--- src/shared/spd_pkg.sv ---
// constants shared by the synth-3 post-divider bank
package spd_pkg;

    // ********************
    // register map
    // ********************
    localparam int SET_W = 24; // one divider setting
    localparam logic [7:0] OFS_A = 8'ha4; // ratio_divider_a
    localparam logic [7:0] OFS_B = 8'ha7; // ratio_divider_b
    localparam logic [7:0] OFS_C = 8'haa; // ratio_divider_c
    localparam logic [7:0] OFS_STAT = 8'hc0; // live state
    localparam logic [SET_W-1:0] RESET_SET = 24'h000000;

    // ********************
    // setting fields
    // ********************
    localparam int MODE_HI = 23;
    localparam int MODE_LO = 20;
    localparam logic [3:0] MODE_FRAME = 4'hf;
    localparam int TYPE_BIT = 19; // 1: edge-aligned boundary
    localparam int POL_BIT = 18; // 1: inverted pulse
    localparam int SEL_HI = 17;
    localparam int SEL_LO = 16;
    localparam int PER_HI = 15;
    localparam int PER_LO = 0;
    localparam logic [SET_W-1:0] MAX_RATIO = 24'hefffff;
    localparam logic [SET_W-1:0] MIN_RATIO = 24'h000002;

    // ********************
    // status fields
    // ********************
    localparam int STAT_OUT_LO = 0; // three output levels
    localparam int STAT_FRM_LO = 3; // three frame-mode flags

    // frame mode test
    function automatic logic is_frame(input logic [SET_W-1:0] s);
        return s[MODE_HI:MODE_LO] == MODE_FRAME;
    endfunction

endpackage

--- src/shared/spd_chan_if.sv ---
// one channel's setting and clocks between the bank and its engines
`timescale 1ns/10ps
interface spd_chan_if;
    logic [spd_pkg::SET_W-1:0] setting; // committed setting
    logic [3:0] sib; // outputs a, b, c and d
    logic div_out; // divided clock
    logic frm_out; // shaped frame pulse
    modport ctl (output setting, output sib, input div_out, input frm_out);
    modport div (input setting, output div_out);
    modport frm (input setting, input sib, output frm_out);
endinterface

--- src/design/spd_bank.sv ---
// synth-3 post-divider bank: registers, engines and output select
//
// Implementation choice: the address-and-strobe port.
`timescale 1ns/10ps

// Summary of operation
// RULE1: top nibble all ones gives frame pulse
// RULE2: otherwise 50% clock, whole setting is ratio
// RULE3: software keeps ratio at or below maximum
// RULE4: output frequency is source clock over ratio; the code runs a ratio of 1 as 2
// RULE5: low sixteen bits space pulses in periods
// RULE6: select field picks related clock; one-period pulse
// RULE7: a: 01 b, 10 c, 11 d
// RULE8: b: 00 a, 10 c, 11 d
// RULE9: c: 00 a, 01 b, 11 d
// RULE10: software never selects divider's own output
// RULE11: bit 18 inverts the pulse
// RULE12: bit 19 picks mid or edge boundary
// RULE13: related clock only from this synthesizer
// RULE14: multi-byte setting takes effect as one
module spd_bank #(
    parameter int SET_W = spd_pkg::SET_W
) (
    // clock and reset
    input wire logic clk_sys_i,
    input wire logic rst_i,
    // register port
    input wire logic [7:0] addr_i,
    input wire logic [7:0] wdata_i,
    input wire logic wr_i,
    input wire logic rd_i,
    output logic [7:0] rdata_o,
    // divider d output, from elsewhere in synth 3
    input wire logic div_d_clk_i,
    // divider outputs a, b, c
    output logic [2:0] div_clk_o
);
    if (SET_W != spd_pkg::SET_W) begin : g_chk
        $error("setting width is fixed by the field layout");
    end

    // ********************
    // state
    // ********************
    typedef struct packed {
        logic [2:0][SET_W-1:0] act; // committed settings
        logic [2:0][15:0] stg; // staged upper two bytes
        logic [7:0] rdata; // read answer
        logic [2:0] out; // channel outputs
    } spd_bank_t;

    spd_bank_t st_reg, st_next;

    logic [2:0] div_w; // divider engine outputs
    logic [2:0] frm_w; // frame engine outputs
    logic [3:0] sib_w; // all four synth-3 outputs
    logic [2:0] frm_mode; // channel in frame mode

    // ********************
    // address helpers
    // ********************
    // base offset of a channel
    function automatic logic [7:0] base_of(input int unsigned ch);
        case (ch)
            0: begin
                return spd_pkg::OFS_A;
            end
            1: begin
                return spd_pkg::OFS_B;
            end
            default: begin
                return spd_pkg::OFS_C;
            end
        endcase
    endfunction

    // byte k of a channel, k=0 is the top byte
    function automatic logic [7:0] byte_addr(input int unsigned ch, input int unsigned k);
        return 8'(base_of(ch) + 8'(k));
    endfunction

    // byte k of a setting
    function automatic logic [7:0] byte_of(input logic [SET_W-1:0] s, input int unsigned k);
        case (k)
            0: begin
                return s[23:16];
            end
            1: begin
                return s[15:8];
            end
            default: begin
                return s[7:0];
            end
        endcase
    endfunction

    // ********************
    // next state
    // ********************
    always_comb begin
        st_next = st_reg;
        // read data stand for one cycle only
        st_next.rdata = 8'h00;
        for (int unsigned i = 0; i < 3; i++) begin
            frm_mode[i] = spd_pkg::is_frame(st_reg.act[i]);
            // upper bytes only stage; the engines never see them alone
            if (wr_i && addr_i == byte_addr(i, 0)) begin
                st_next.stg[i][15:8] = wdata_i; // [RULE14]
            end
            if (wr_i && addr_i == byte_addr(i, 1)) begin
                st_next.stg[i][7:0] = wdata_i; // [RULE14]
            end
            // low byte commits all three bytes at once
            if (wr_i && addr_i == byte_addr(i, 2)) begin
                st_next.act[i] = {st_reg.stg[i], wdata_i}; // [RULE14]
            end
            for (int unsigned k = 0; k < 3; k++) begin
                if (rd_i && addr_i == byte_addr(i, k)) begin
                    st_next.rdata = byte_of(st_reg.act[i], k);
                end
            end
            // output select per channel
            st_next.out[i] = frm_mode[i] ? frm_w[i] : div_w[i]; // [RULE1] [RULE2]
        end
        // live status; unmapped reads answer zero
        if (rd_i && addr_i == spd_pkg::OFS_STAT) begin
            st_next.rdata = 8'h00;
            st_next.rdata[spd_pkg::STAT_OUT_LO +: 3] = st_reg.out;
            st_next.rdata[spd_pkg::STAT_FRM_LO +: 3] = frm_mode;
        end
    end

    // ********************
    // state register
    // ********************
    always_ff @(posedge clk_sys_i) begin
        if (rst_i) begin
            st_reg <= '0;
            st_reg.act <= {3{spd_pkg::RESET_SET}};
        end else begin
            st_reg <= st_next;
        end
    end

    assign rdata_o = st_reg.rdata;
    assign div_clk_o = st_reg.out;

    // related clocks come only from this bank and divider d
    assign sib_w = {div_d_clk_i, st_reg.out}; // [RULE13]

    // ********************
    // channel engines
    // ********************
    for (genvar g = 0; g < 3; g++) begin : g_ch
        spd_chan_if u_if ();

        // engines see the committed setting only
        assign u_if.setting = st_reg.act[g];
        assign u_if.sib = sib_w;
        assign div_w[g] = u_if.div_out;
        assign frm_w[g] = u_if.frm_out;

        // ratio divider
        spd_clkdiv #(
            .CNT_W(SET_W)
        ) u_div (
            .clk_sys_i(clk_sys_i),
            .rst_i(rst_i),
            .ch(u_if.div)
        );

        // frame pulse shaper
        spd_frame #(
            .IDX(2'(g))
        ) u_frm (
            .clk_sys_i(clk_sys_i),
            .rst_i(rst_i),
            .ch(u_if.frm)
        );
    end

    for (genvar g = 0; g < 3; g++) begin : g_chk_ch

    end
endmodule

--- src/design/spd_clkdiv.sv ---
// divider engine for one channel, 50% duty at even ratios
`timescale 1ns/10ps
module spd_clkdiv #(
    parameter int CNT_W = spd_pkg::SET_W
) (
    // clock and reset
    input wire logic clk_sys_i,
    input wire logic rst_i,
    // channel
    spd_chan_if.div ch
);
    if (CNT_W != spd_pkg::SET_W) begin : g_chk
        $error("divider counter must match setting width");
    end

    typedef struct packed {
        logic [CNT_W-1:0] cnt; // position in period
        logic out; // divided clock
    } spd_div_t;

    spd_div_t st_reg, st_next;
    logic run; // divider active
    logic [CNT_W-1:0] n; // effective ratio
    logic [CNT_W-1:0] half; // high phase length
    logic rise_w; // output goes high next edge

    // ********************
    // divider
    // ********************
    // ratio 1 cannot be made from one edge, so it runs as 2
    always_comb begin
        run = !spd_pkg::is_frame(ch.setting) && ch.setting != '0; // [RULE1] [RULE3]
        n = (ch.setting < spd_pkg::MIN_RATIO) ? spd_pkg::MIN_RATIO : ch.setting;
        half = CNT_W'(({1'b0, n} + 25'h1) >> 1); // odd ratios get the extra cycle high
        st_next = st_reg;
        // >= so a shrunk ratio restarts at once
        st_next.cnt = (st_reg.cnt >= n - 1'b1) ? '0 : CNT_W'(st_reg.cnt + 1'b1); // [RULE4]
        if (!run) begin
            st_next.cnt = '0;
        end
        st_next.out = run && (st_next.cnt < half); // [RULE2]
        rise_w = st_next.out && !st_reg.out;
    end

    // state register
    always_ff @(posedge clk_sys_i) begin
        if (rst_i) begin
            st_reg <= '0;
        end else begin
            st_reg <= st_next;
        end
    end

    assign ch.div_out = st_reg.out;

    // ********************
    // checks
    // ********************
    logic [CNT_W:0] per_q; // cycles since last rise
    logic seen_q; // a rise seen under this setting
    logic [CNT_W-1:0] set_q; // setting one cycle ago
    always_ff @(posedge clk_sys_i) begin
        set_q <= ch.setting;
        if (rst_i || ch.setting != set_q || !run) begin
            seen_q <= 1'b0;
            per_q <= '0;
        end else if (rise_w) begin
            seen_q <= 1'b1;
            per_q <= 25'h1;
        end else begin
            per_q <= (CNT_W+1)'(per_q + 1'b1);
        end
    end
endmodule

--- src/design/spd_frame.sv ---
// frame pulse engine for one channel
`timescale 1ns/10ps
module spd_frame #(
    parameter logic [1:0] IDX = 2'h0 // own position, a=0 .. c=2
) (
    // clock and reset
    input wire logic clk_sys_i,
    input wire logic rst_i,
    // channel
    spd_chan_if.frm ch
);
    if (IDX > 2'h2) begin : g_chk
        $error("frame engine index out of range");
    end

    typedef struct packed {
        logic [15:0] cnt; // related periods since boundary
        logic rel_q; // related clock last cycle
        logic p; // pulse, true polarity
    } spd_frm_t;

    spd_frm_t st_reg, st_next;
    logic frm; // frame mode
    logic [1:0] sel; // related clock code
    logic rel_w; // related clock
    logic rise_w, fall_w; // related clock edges
    logic [15:0] last; // final count of frame

    // ********************
    // pulse shaping
    // ********************
    always_comb begin
        frm = spd_pkg::is_frame(ch.setting); // [RULE1]
        sel = ch.setting[spd_pkg::SEL_HI:spd_pkg::SEL_LO];
        // own code is reserved: no related clock, no pulses
        rel_w = (sel == IDX) ? 1'b0 : ch.sib[sel]; // [RULE7] [RULE8] [RULE9] [RULE10]
        rise_w = rel_w && !st_reg.rel_q;
        fall_w = !rel_w && st_reg.rel_q;
        // a zero period behaves as one
        last = ch.setting[spd_pkg::PER_HI:spd_pkg::PER_LO];
        last = (last == 16'h0000) ? 16'h0000 : 16'(last - 1'b1);
        st_next = st_reg;
        st_next.rel_q = rel_w;
        if (!frm) begin
            st_next.cnt = '0;
            st_next.p = 1'b0;
        end else begin
            if (rise_w) begin
                st_next.cnt = (st_reg.cnt >= last) ? '0 : 16'(st_reg.cnt + 1'b1); // [RULE5]
                // edge style: high for the related period after the boundary
                if (ch.setting[spd_pkg::TYPE_BIT]) begin
                    st_next.p = (st_next.cnt == '0); // [RULE6] [RULE12]
                end
            end
            // mid style: high from the falling edge before the boundary
            if (fall_w && !ch.setting[spd_pkg::TYPE_BIT]) begin
                st_next.p = (st_reg.cnt == last); // [RULE6] [RULE12]
            end
        end
    end

    // state register
    always_ff @(posedge clk_sys_i) begin
        if (rst_i) begin
            st_reg <= '0;
        end else begin
            st_reg <= st_next;
        end
    end

    assign ch.frm_out = st_reg.p ^ ch.setting[spd_pkg::POL_BIT]; // [RULE11]
endmodule

--- config.mk ---
export PLATFORM = sky130hd
export DESIGN_NAME = spd_bank
export DESIGN_NICKNAME = d
export VERILOG_FILES = /design/src/shared/spd_pkg.sv /design/src/shared/spd_chan_if.sv /design/src/design/spd_bank.sv /design/src/design/spd_clkdiv.sv /design/src/design/spd_frame.sv
export SDC_FILE = /design/constraint.sdc
export NUM_CORES = 1
export LEC_CHECK = 0
export BUFFER_PORTS_ARGS = -buffer_cell sky130_fd_sc_hd__buf_4
export CAP_MARGIN = 20
export CORE_ASPECT_RATIO = 0.75
export CORE_UTILIZATION = 60
export DETAILED_ROUTE_END_ITERATION = 12
export MAX_ROUTING_LAYER = met4
export PLACE_DENSITY = 0.77
export REMOVE_ABC_BUFFERS = 1
export SLEW_MARGIN = 5
export SYNTH_ARGS = -nofsm -noshare
export SYNTH_HDL_FRONTEND = slang
export SYNTH_SLANG_ARGS = --single-unit
--- constraint.sdc ---
create_clock -name clk_sys_i -period 16.3 [get_ports clk_sys_i]
set_clock_uncertainty 0.05 [all_clocks]
set_input_delay 1.63 -clock clk_sys_i [delete_from_list [all_inputs] [get_ports clk_sys_i]]
set_output_delay 1.63 -clock clk_sys_i [all_outputs]
set_load 0.03 [all_outputs]
==> out/results.ini, run 1 <==
[sta]
max_slew_margin_pct = 30.2
rsz0062_at_grt = false
period_share_pct = 43.2
maxSlewViolCount = 0
setup_violations = 0
tightest_slew_ps = 1020
fmax_mhz = 142
hold_viol_final = 0
min_period_ps = 7050
setup_tns_ps = 0

[drt]
vias = 19300
dr.pass1.iters = 6
ant_nets = 0
drtIter0Drc = 2455
drcViolationCount = 0
totalWireLength_um = 59800
routedWlPerCell_um = 20.0
vias_per_cell = 6.44

[floorplan]
row_count = 58
initial_utilization_pct = 60.9
die_h_um = 162
die-area_mm2 = 0.0347
design.core.area_mm2 = 0.0335
io_pins = 32
die_x_um = 215

[setup_path]
cp_data_arrival_time_ps = 7460
crit_type = reg2reg
reg2reg_to = g_ch[2].u_div.ch.div_out
cp_num_buf_inv = 1
critPathCapture = g_ch[2].u_div.ch.div_out
cp-start-kind = flop
path_max_fanout = 23
worstPathRequired_ps = 16720
crit_slowest_cell = a2111oi_0
ff2ff_path_depth = 24
critPathTopFamily = simple AND/OR/NAND/NOR gates
critical_path.cell_chain = nor4_1, or4b_1, nand4b_1, o21ai_0, ha_1, nand4_1, nor2_1, nand2_1, xor2_1, ha_1, nand4_1, nor4_1, a22o_1, a2111oi_0, o2111ai_1, buf_4, nor2_1, ha_1, nand4_1, or3_1, nor2_1, and4b_1, a32o_1, nor2_1
cpMostUsedCell = nor2_1
cpPeakStageDelay_ps = 890
worst-path-stages = 24
crit_path_end_kind = flop
critPathLaunch = g_ch[2].u_if.setting[18]
r2r_start = g_ch[2].u_if.setting[18]
r2r_slack_ps = 9250

[pwr]
peakVddDrop_mv = 0.0777
power.density_mw_per_mm2 = 63.6
p_leak_nw = 8.29

[place]
place_congestion = 0.962
io_buffers = 31
dp_hpwl_um = 44300
place_area_mm2 = 0.0205

[clock_tree]
htreeDepth = 1
cts_hold_buffers = 0
cts-root-buf = clkbuf_16
ctsLongestPathBuffers = 3
cts_buffers = 28
clkLatencyLatePin_ps = 570
clk_pin_slew_ps = 70
clock_sinks = 260
cts_tree = yes
cts_resized = 0
postCtsSetupRepairBufs = 0

[final_layout]
nNetsFinal = 2753
final_layout_size_suffix_gt1_share_pct = 6.56
nFillCells = 2940
design_area_mm2 = 0.0215
area_growth_pct = 5.28
num_antenna_cells = 0

[synthesis]
ys_warn_count = 0
ys_top_cells_by_area = dfxtp_1, ha_1, nand2_1
netlist_instances = 2641
ys_seq_area_share_pct = 25.5
synth-async-reset-ratio_pct = 0
synth_area_per_cell_um2 = 7.72
netlist_area_mm2 = 0.0204
yosys.area.top_type_share_pct = 25.5
synth-seq-cells = 260
synth_top_area_cell = dfxtp_1
ys_types = 83
synth_edf_count = 0
synth_flop_cell = dfxtp_1

[outcome]
status = complete, no violations

[global_routing]
grt_max_degree = 56
grt_pass1_vias = 17500
globalRouteMet2Util_pct = 48.9
grt_pass1_wl_um = 95000
grt-ovfl-total = 0
antenna_found_initial = 0
track_usage_pct = 34.8
busiest_layer = met1
grtUsageMet3_pct = 6.10
met1_usage_pct = 50.0

[job]
max_cap_violations = 0

[min_path]
hold_path.class = reg2reg
hold_depth = 2

[synth_stat cells, drive strengths merged, types with 46 or more instances]
cell and number:
nand2 352, dfxtp 260, nor2 234, ha 207
a21oi 161, clkbuf 151, nor3 147, nand3 146
xor2 118, xnor2 108, nand4 71, o21ai 62
inv 55, mux2i 55, buf 46, nor4 46
[per-layer routing]
layer / part of all wire (%) / up-vias / routed length, µm
met1: 47 / 9009 / 27900
met5: 0 / - / 0
met4: 3.3 / 0 / 2000
met3: 9.1 / 148 / 5420
met2: 41 / 918 / 24500
li1: - / 9226 / -
[cell families after synthesis]
kind of cell	count (synthesis)	synth area share [%]
buffers and inverters	252	5.28
and+or+nand+nor	1187	29.0
xor gates and xnor gates	226	9.71
DFF	260	25.5
adders and majority gates	207	12.7
muxes	67	3.58
AOI/OAI and AO/OA	442	14.2
[worst min-delay path by stage]
stage / startpoint / slack (ps) / endpoint
2_1_floorplan: st_reg[13] / 380 / g_ch[0].u_if.setting[10]
3_3_place_gp: st_reg[28] / 390 / g_ch[1].u_if.setting[9]
3_5_place_dp: st_reg[40] / 400 / g_ch[1].u_if.setting[21]
4_1_cts: st_reg[32] / 400 / g_ch[1].u_if.setting[13]
5_1_grt: st_reg[40] / 420 / g_ch[1].u_if.setting[21]
6_report: st_reg[32] / 400 / g_ch[1].u_if.setting[13]
[layout make-up]
cell class,instances,area (µm²),share of cell area (%)
Clock inverter,10,151,0.705
Clock buffer,41,830,3.86
Sequential cell,260,5200,24.2
Inverter,55,206,0.962
Multi-Input combinational cell,2129,14100,65.8
Timing Repair Buffer,51,388,1.81
Tap cell,450,563,2.62
[cell usage in the layout, fill, tap and decap left out, drive strengths merged, types with 13 or more instances in the layout]
cell type,n
o21ai,62
buf,50
a31oi,21
nand2,352
nand3,146
a21o,45
nor3b,14
and4,17
a211oi,18
and2,16
a22o,13
nor4,46
ha,207
or4,19
mux2i,55
nor3,147
a21oi,161
or3,21
and3,42
clkbuf,42
xor2,118
nand2b,17
xnor2,108
inv,57
a221o,14
dfxtp,260
nor2,234
nand4,71
[worst register-to-register path, delay by kind of cell (launching register included)]
family,cells,cell delay (ps)
flops,1,440
xor+xnor,1,170
buf+inv,1,280
compound gates,5,1890
fa+ha+maj,3,840
simple gates,14,3270
[through the flow]
step | worst slack, ps | power [mW] | hold WS (ps) | std cells | utilization (%)
3_3_place_gp | 9670 | 0.695 | 386 | 2942 | 61.2
2_1_floorplan | 9520 | 0.670 | 375 | 2444 | -
6_report | 9250 | 1.37 | 397 | 2996 | 64.2
5_1_grt | 8910 | 1.40 | 416 | 2996 | 64.2
3_5_place_dp | 9520 | 0.696 | 395 | 2942 | 61.2
4_1_cts | 9490 | 1.37 | 398 | 2993 | 64.1
[where the power goes]
part           switching (mW)  leakage, nW  internal [mW]
combinational          0.0342         5.73         0.0139
sequential           0.000404         2.09          0.635
clock                   0.280        0.471          0.401
total                   0.315         8.29           1.05
No activity file was read; power rests on OpenSTA's default activity.
==> run 2: changes to the inputs <==
==> constraint.sdc (replaced) <==
create_clock -name clk_sys_i -period 6.5 [get_ports clk_sys_i]
set_clock_uncertainty 0.05 [all_clocks]
set_input_delay 0.65 -clock clk_sys_i [delete_from_list [all_inputs] [get_ports clk_sys_i]]
set_output_delay 0.65 -clock clk_sys_i [all_outputs]
set_load 0.03 [all_outputs]
==> run 2 against run 1 <==
Flip-flop and latch count did not move. Total power rose by 150%. Global-route usage rose by 1.1 points. Clock power rose by 140%. Routed wire length rose by 2.7%. Hold slack got worse by 22 ps. Critical path type unchanged. Highest routed layer unchanged.
==> out/results.ini, run 2 (same netlist as run 1, synthesis figures left out) <==
[place]
place_congestion = 0.999
dp_hpwl_um = 45400
io_buffers = 31
dp_cells = 3000

[global_routing]
grt_max_degree = 72
grt_pass1_wl_um = 98200
grt_pass1_vias = 18300
grt-ovfl-total = 0
track_usage_pct = 35.8
antenna_found_initial = 0

[setup_path]
worstPathRequired_ps = 6960
cp-start-kind = flop
path_max_fanout = 7
ff2ff_path_depth = 25
cp_data_arrival_time_ps = 6680
cpPeakStageDelay_ps = 560
reg2reg_to = g_ch[0].u_div.ch.div_out
crit_slowest_cell = or4_4
r2r_start = g_ch[0].u_if.setting[16]
crit_path_end_kind = flop
crit_type = reg2reg
cpMostUsedCell = nand2_1
r2r_slack_ps = 280

[clock_tree]
clk_pin_slew_ps = 70
cts_tree = yes
cts_hold_buffers = 0
htreeDepth = 1
clkLatencyLatePin_ps = 580
clock_sinks = 260
ctsLongestPathBuffers = 3
cts-root-buf = clkbuf_16
cts_buffers = 27

[min_path]
hold_depth = 3
hold_start = wdata_i[5]
whs_endpoint = g_ch[1].u_if.setting[5]
hold_path.class = in2reg

[floorplan]
design.core.area_mm2 = 0.0335
row_count = 58
die_x_um = 215
io_pins = 32
die_h_um = 162
initial_utilization_pct = 60.9
die-area_mm2 = 0.0347

[sta]
min_period_ps = 6220
period_share_pct = 95.6
hold_viol_final = 0
fmax_mhz = 161
setup_tns_ps = 0
maxSlewViolCount = 0
tightest_slew_ps = 1160
setup_violations = 0
max_slew_margin_pct = 22.4
fin_hold_ws_ps = 376

[pwr]
peakVddDrop_mv = 0.192
power.density_mw_per_mm2 = 154
p_leak_nw = 8.58

[drt]
totalWireLength_um = 61500
vias_per_cell = 6.42
dr.pass1.iters = 10
drtIter0Drc = 2579
vias = 19600
drcViolationCount = 0
routedWlPerCell_um = 20.1
ant_nets = 0

[final_layout]
layout.cells.non_filler = 3052
final_common_cell = nand2_1
area_growth_pct = 7.40
final_layout_size_suffix_gt1_share_pct = 8.99
nNetsFinal = 2810
num_antenna_cells = 0
final_cell_mix = nand2_1, dfxtp_1, nor2_1

[job]
max_cap_violations = 0

[outcome]
status = complete, no violations

-- run 2: cell count changes in the layout (fill, tap and decap cells not counted), sizes merged --
cell / change
buf: +57
clkbuf: -8
clkinv: +7
clkinvlp: -1
dlymetal6s2s: +1
-- run 2: critical path: cells and delay by family (launching register included) --
family                     cells  cell delay (ps)
AOI/OAI and AO/OA              5             1230
DFF                            1              320
and+or+nand+nor               15             3400
adders and majority gates      3              880
xor gates and xnor gates       1              100
buffers and inverters          1              180
-- run 2: final cells by class --
type                            count  area (µm²)
Sequential cell                   260        5200
Inverter                           55         206
Clock buffer                       33         748
Multi-Input combinational cell   2129       14200
Fill cell                        2928       11600
Timing Repair Buffer              109         821
Clock inverter                     16         179
Tap cell                          450         563
-- run 2: what timing repair did --
action,in CTS,in global routing
buffers inserted,0,1
endpoints found under the setup margin,0,2
resized for setup,0,11
-- run 2: where the power goes --
part / switching [mW] / internal (mW)
clock network: 0.715 / 0.942
logic: 0.0877 / 0.0370
registers: 0.000805 / 1.59
-- run 2: worst max-delay path by stage --
stage	to	start	depth (start not counted)	slack, ps
final	g_ch[0].u_div.ch.div_out	g_ch[0].u_if.setting[16]	25	280
after global routing	g_ch[0].u_div.ch.div_out	g_ch[0].u_if.setting[16]	25	-20
after CTS	g_ch[0].u_div.ch.div_out	g_ch[0].u_if.setting[16]	23	70
after detailed placement	g_ch[0].u_div.ch.div_out	g_ch[0].u_if.setting[16]	23	90
after global placement	g_ch[0].u_div.ch.div_out	g_ch[0].u_if.setting[16]	23	170
after floorplan	g_ch[1].u_div.ch.div_out	g_ch[1].u_if.setting[10]	21	-280
-- run 2: per-layer routing --
layer / global-route usage (%) / routed length, µm / vias to the layer above
met5: - / 0 / -
met4: 8.90 / 1530 / 0
met3: 5.18 / 5410 / 119
met2: 52.3 / 26000 / 890
met1: 51.4 / 28500 / 9246
li1: - / - / 9353
-- run 2: metrics by stage --
stage / worst slack [ps] / total power [mW] / area (µm²) / util (%)
global route: -18.6 / 3.45 / 21900 / 65.5
global placement: 173 / 1.75 / 20900 / 62.5
finish: 284 / 3.37 / 21900 / 65.5
CTS: 71.6 / 3.38 / 21800 / 65.2
floorplan: -276 / 1.68 / 19500 / -
detailed placement: 93.2 / 1.75 / 20900 / 62.5
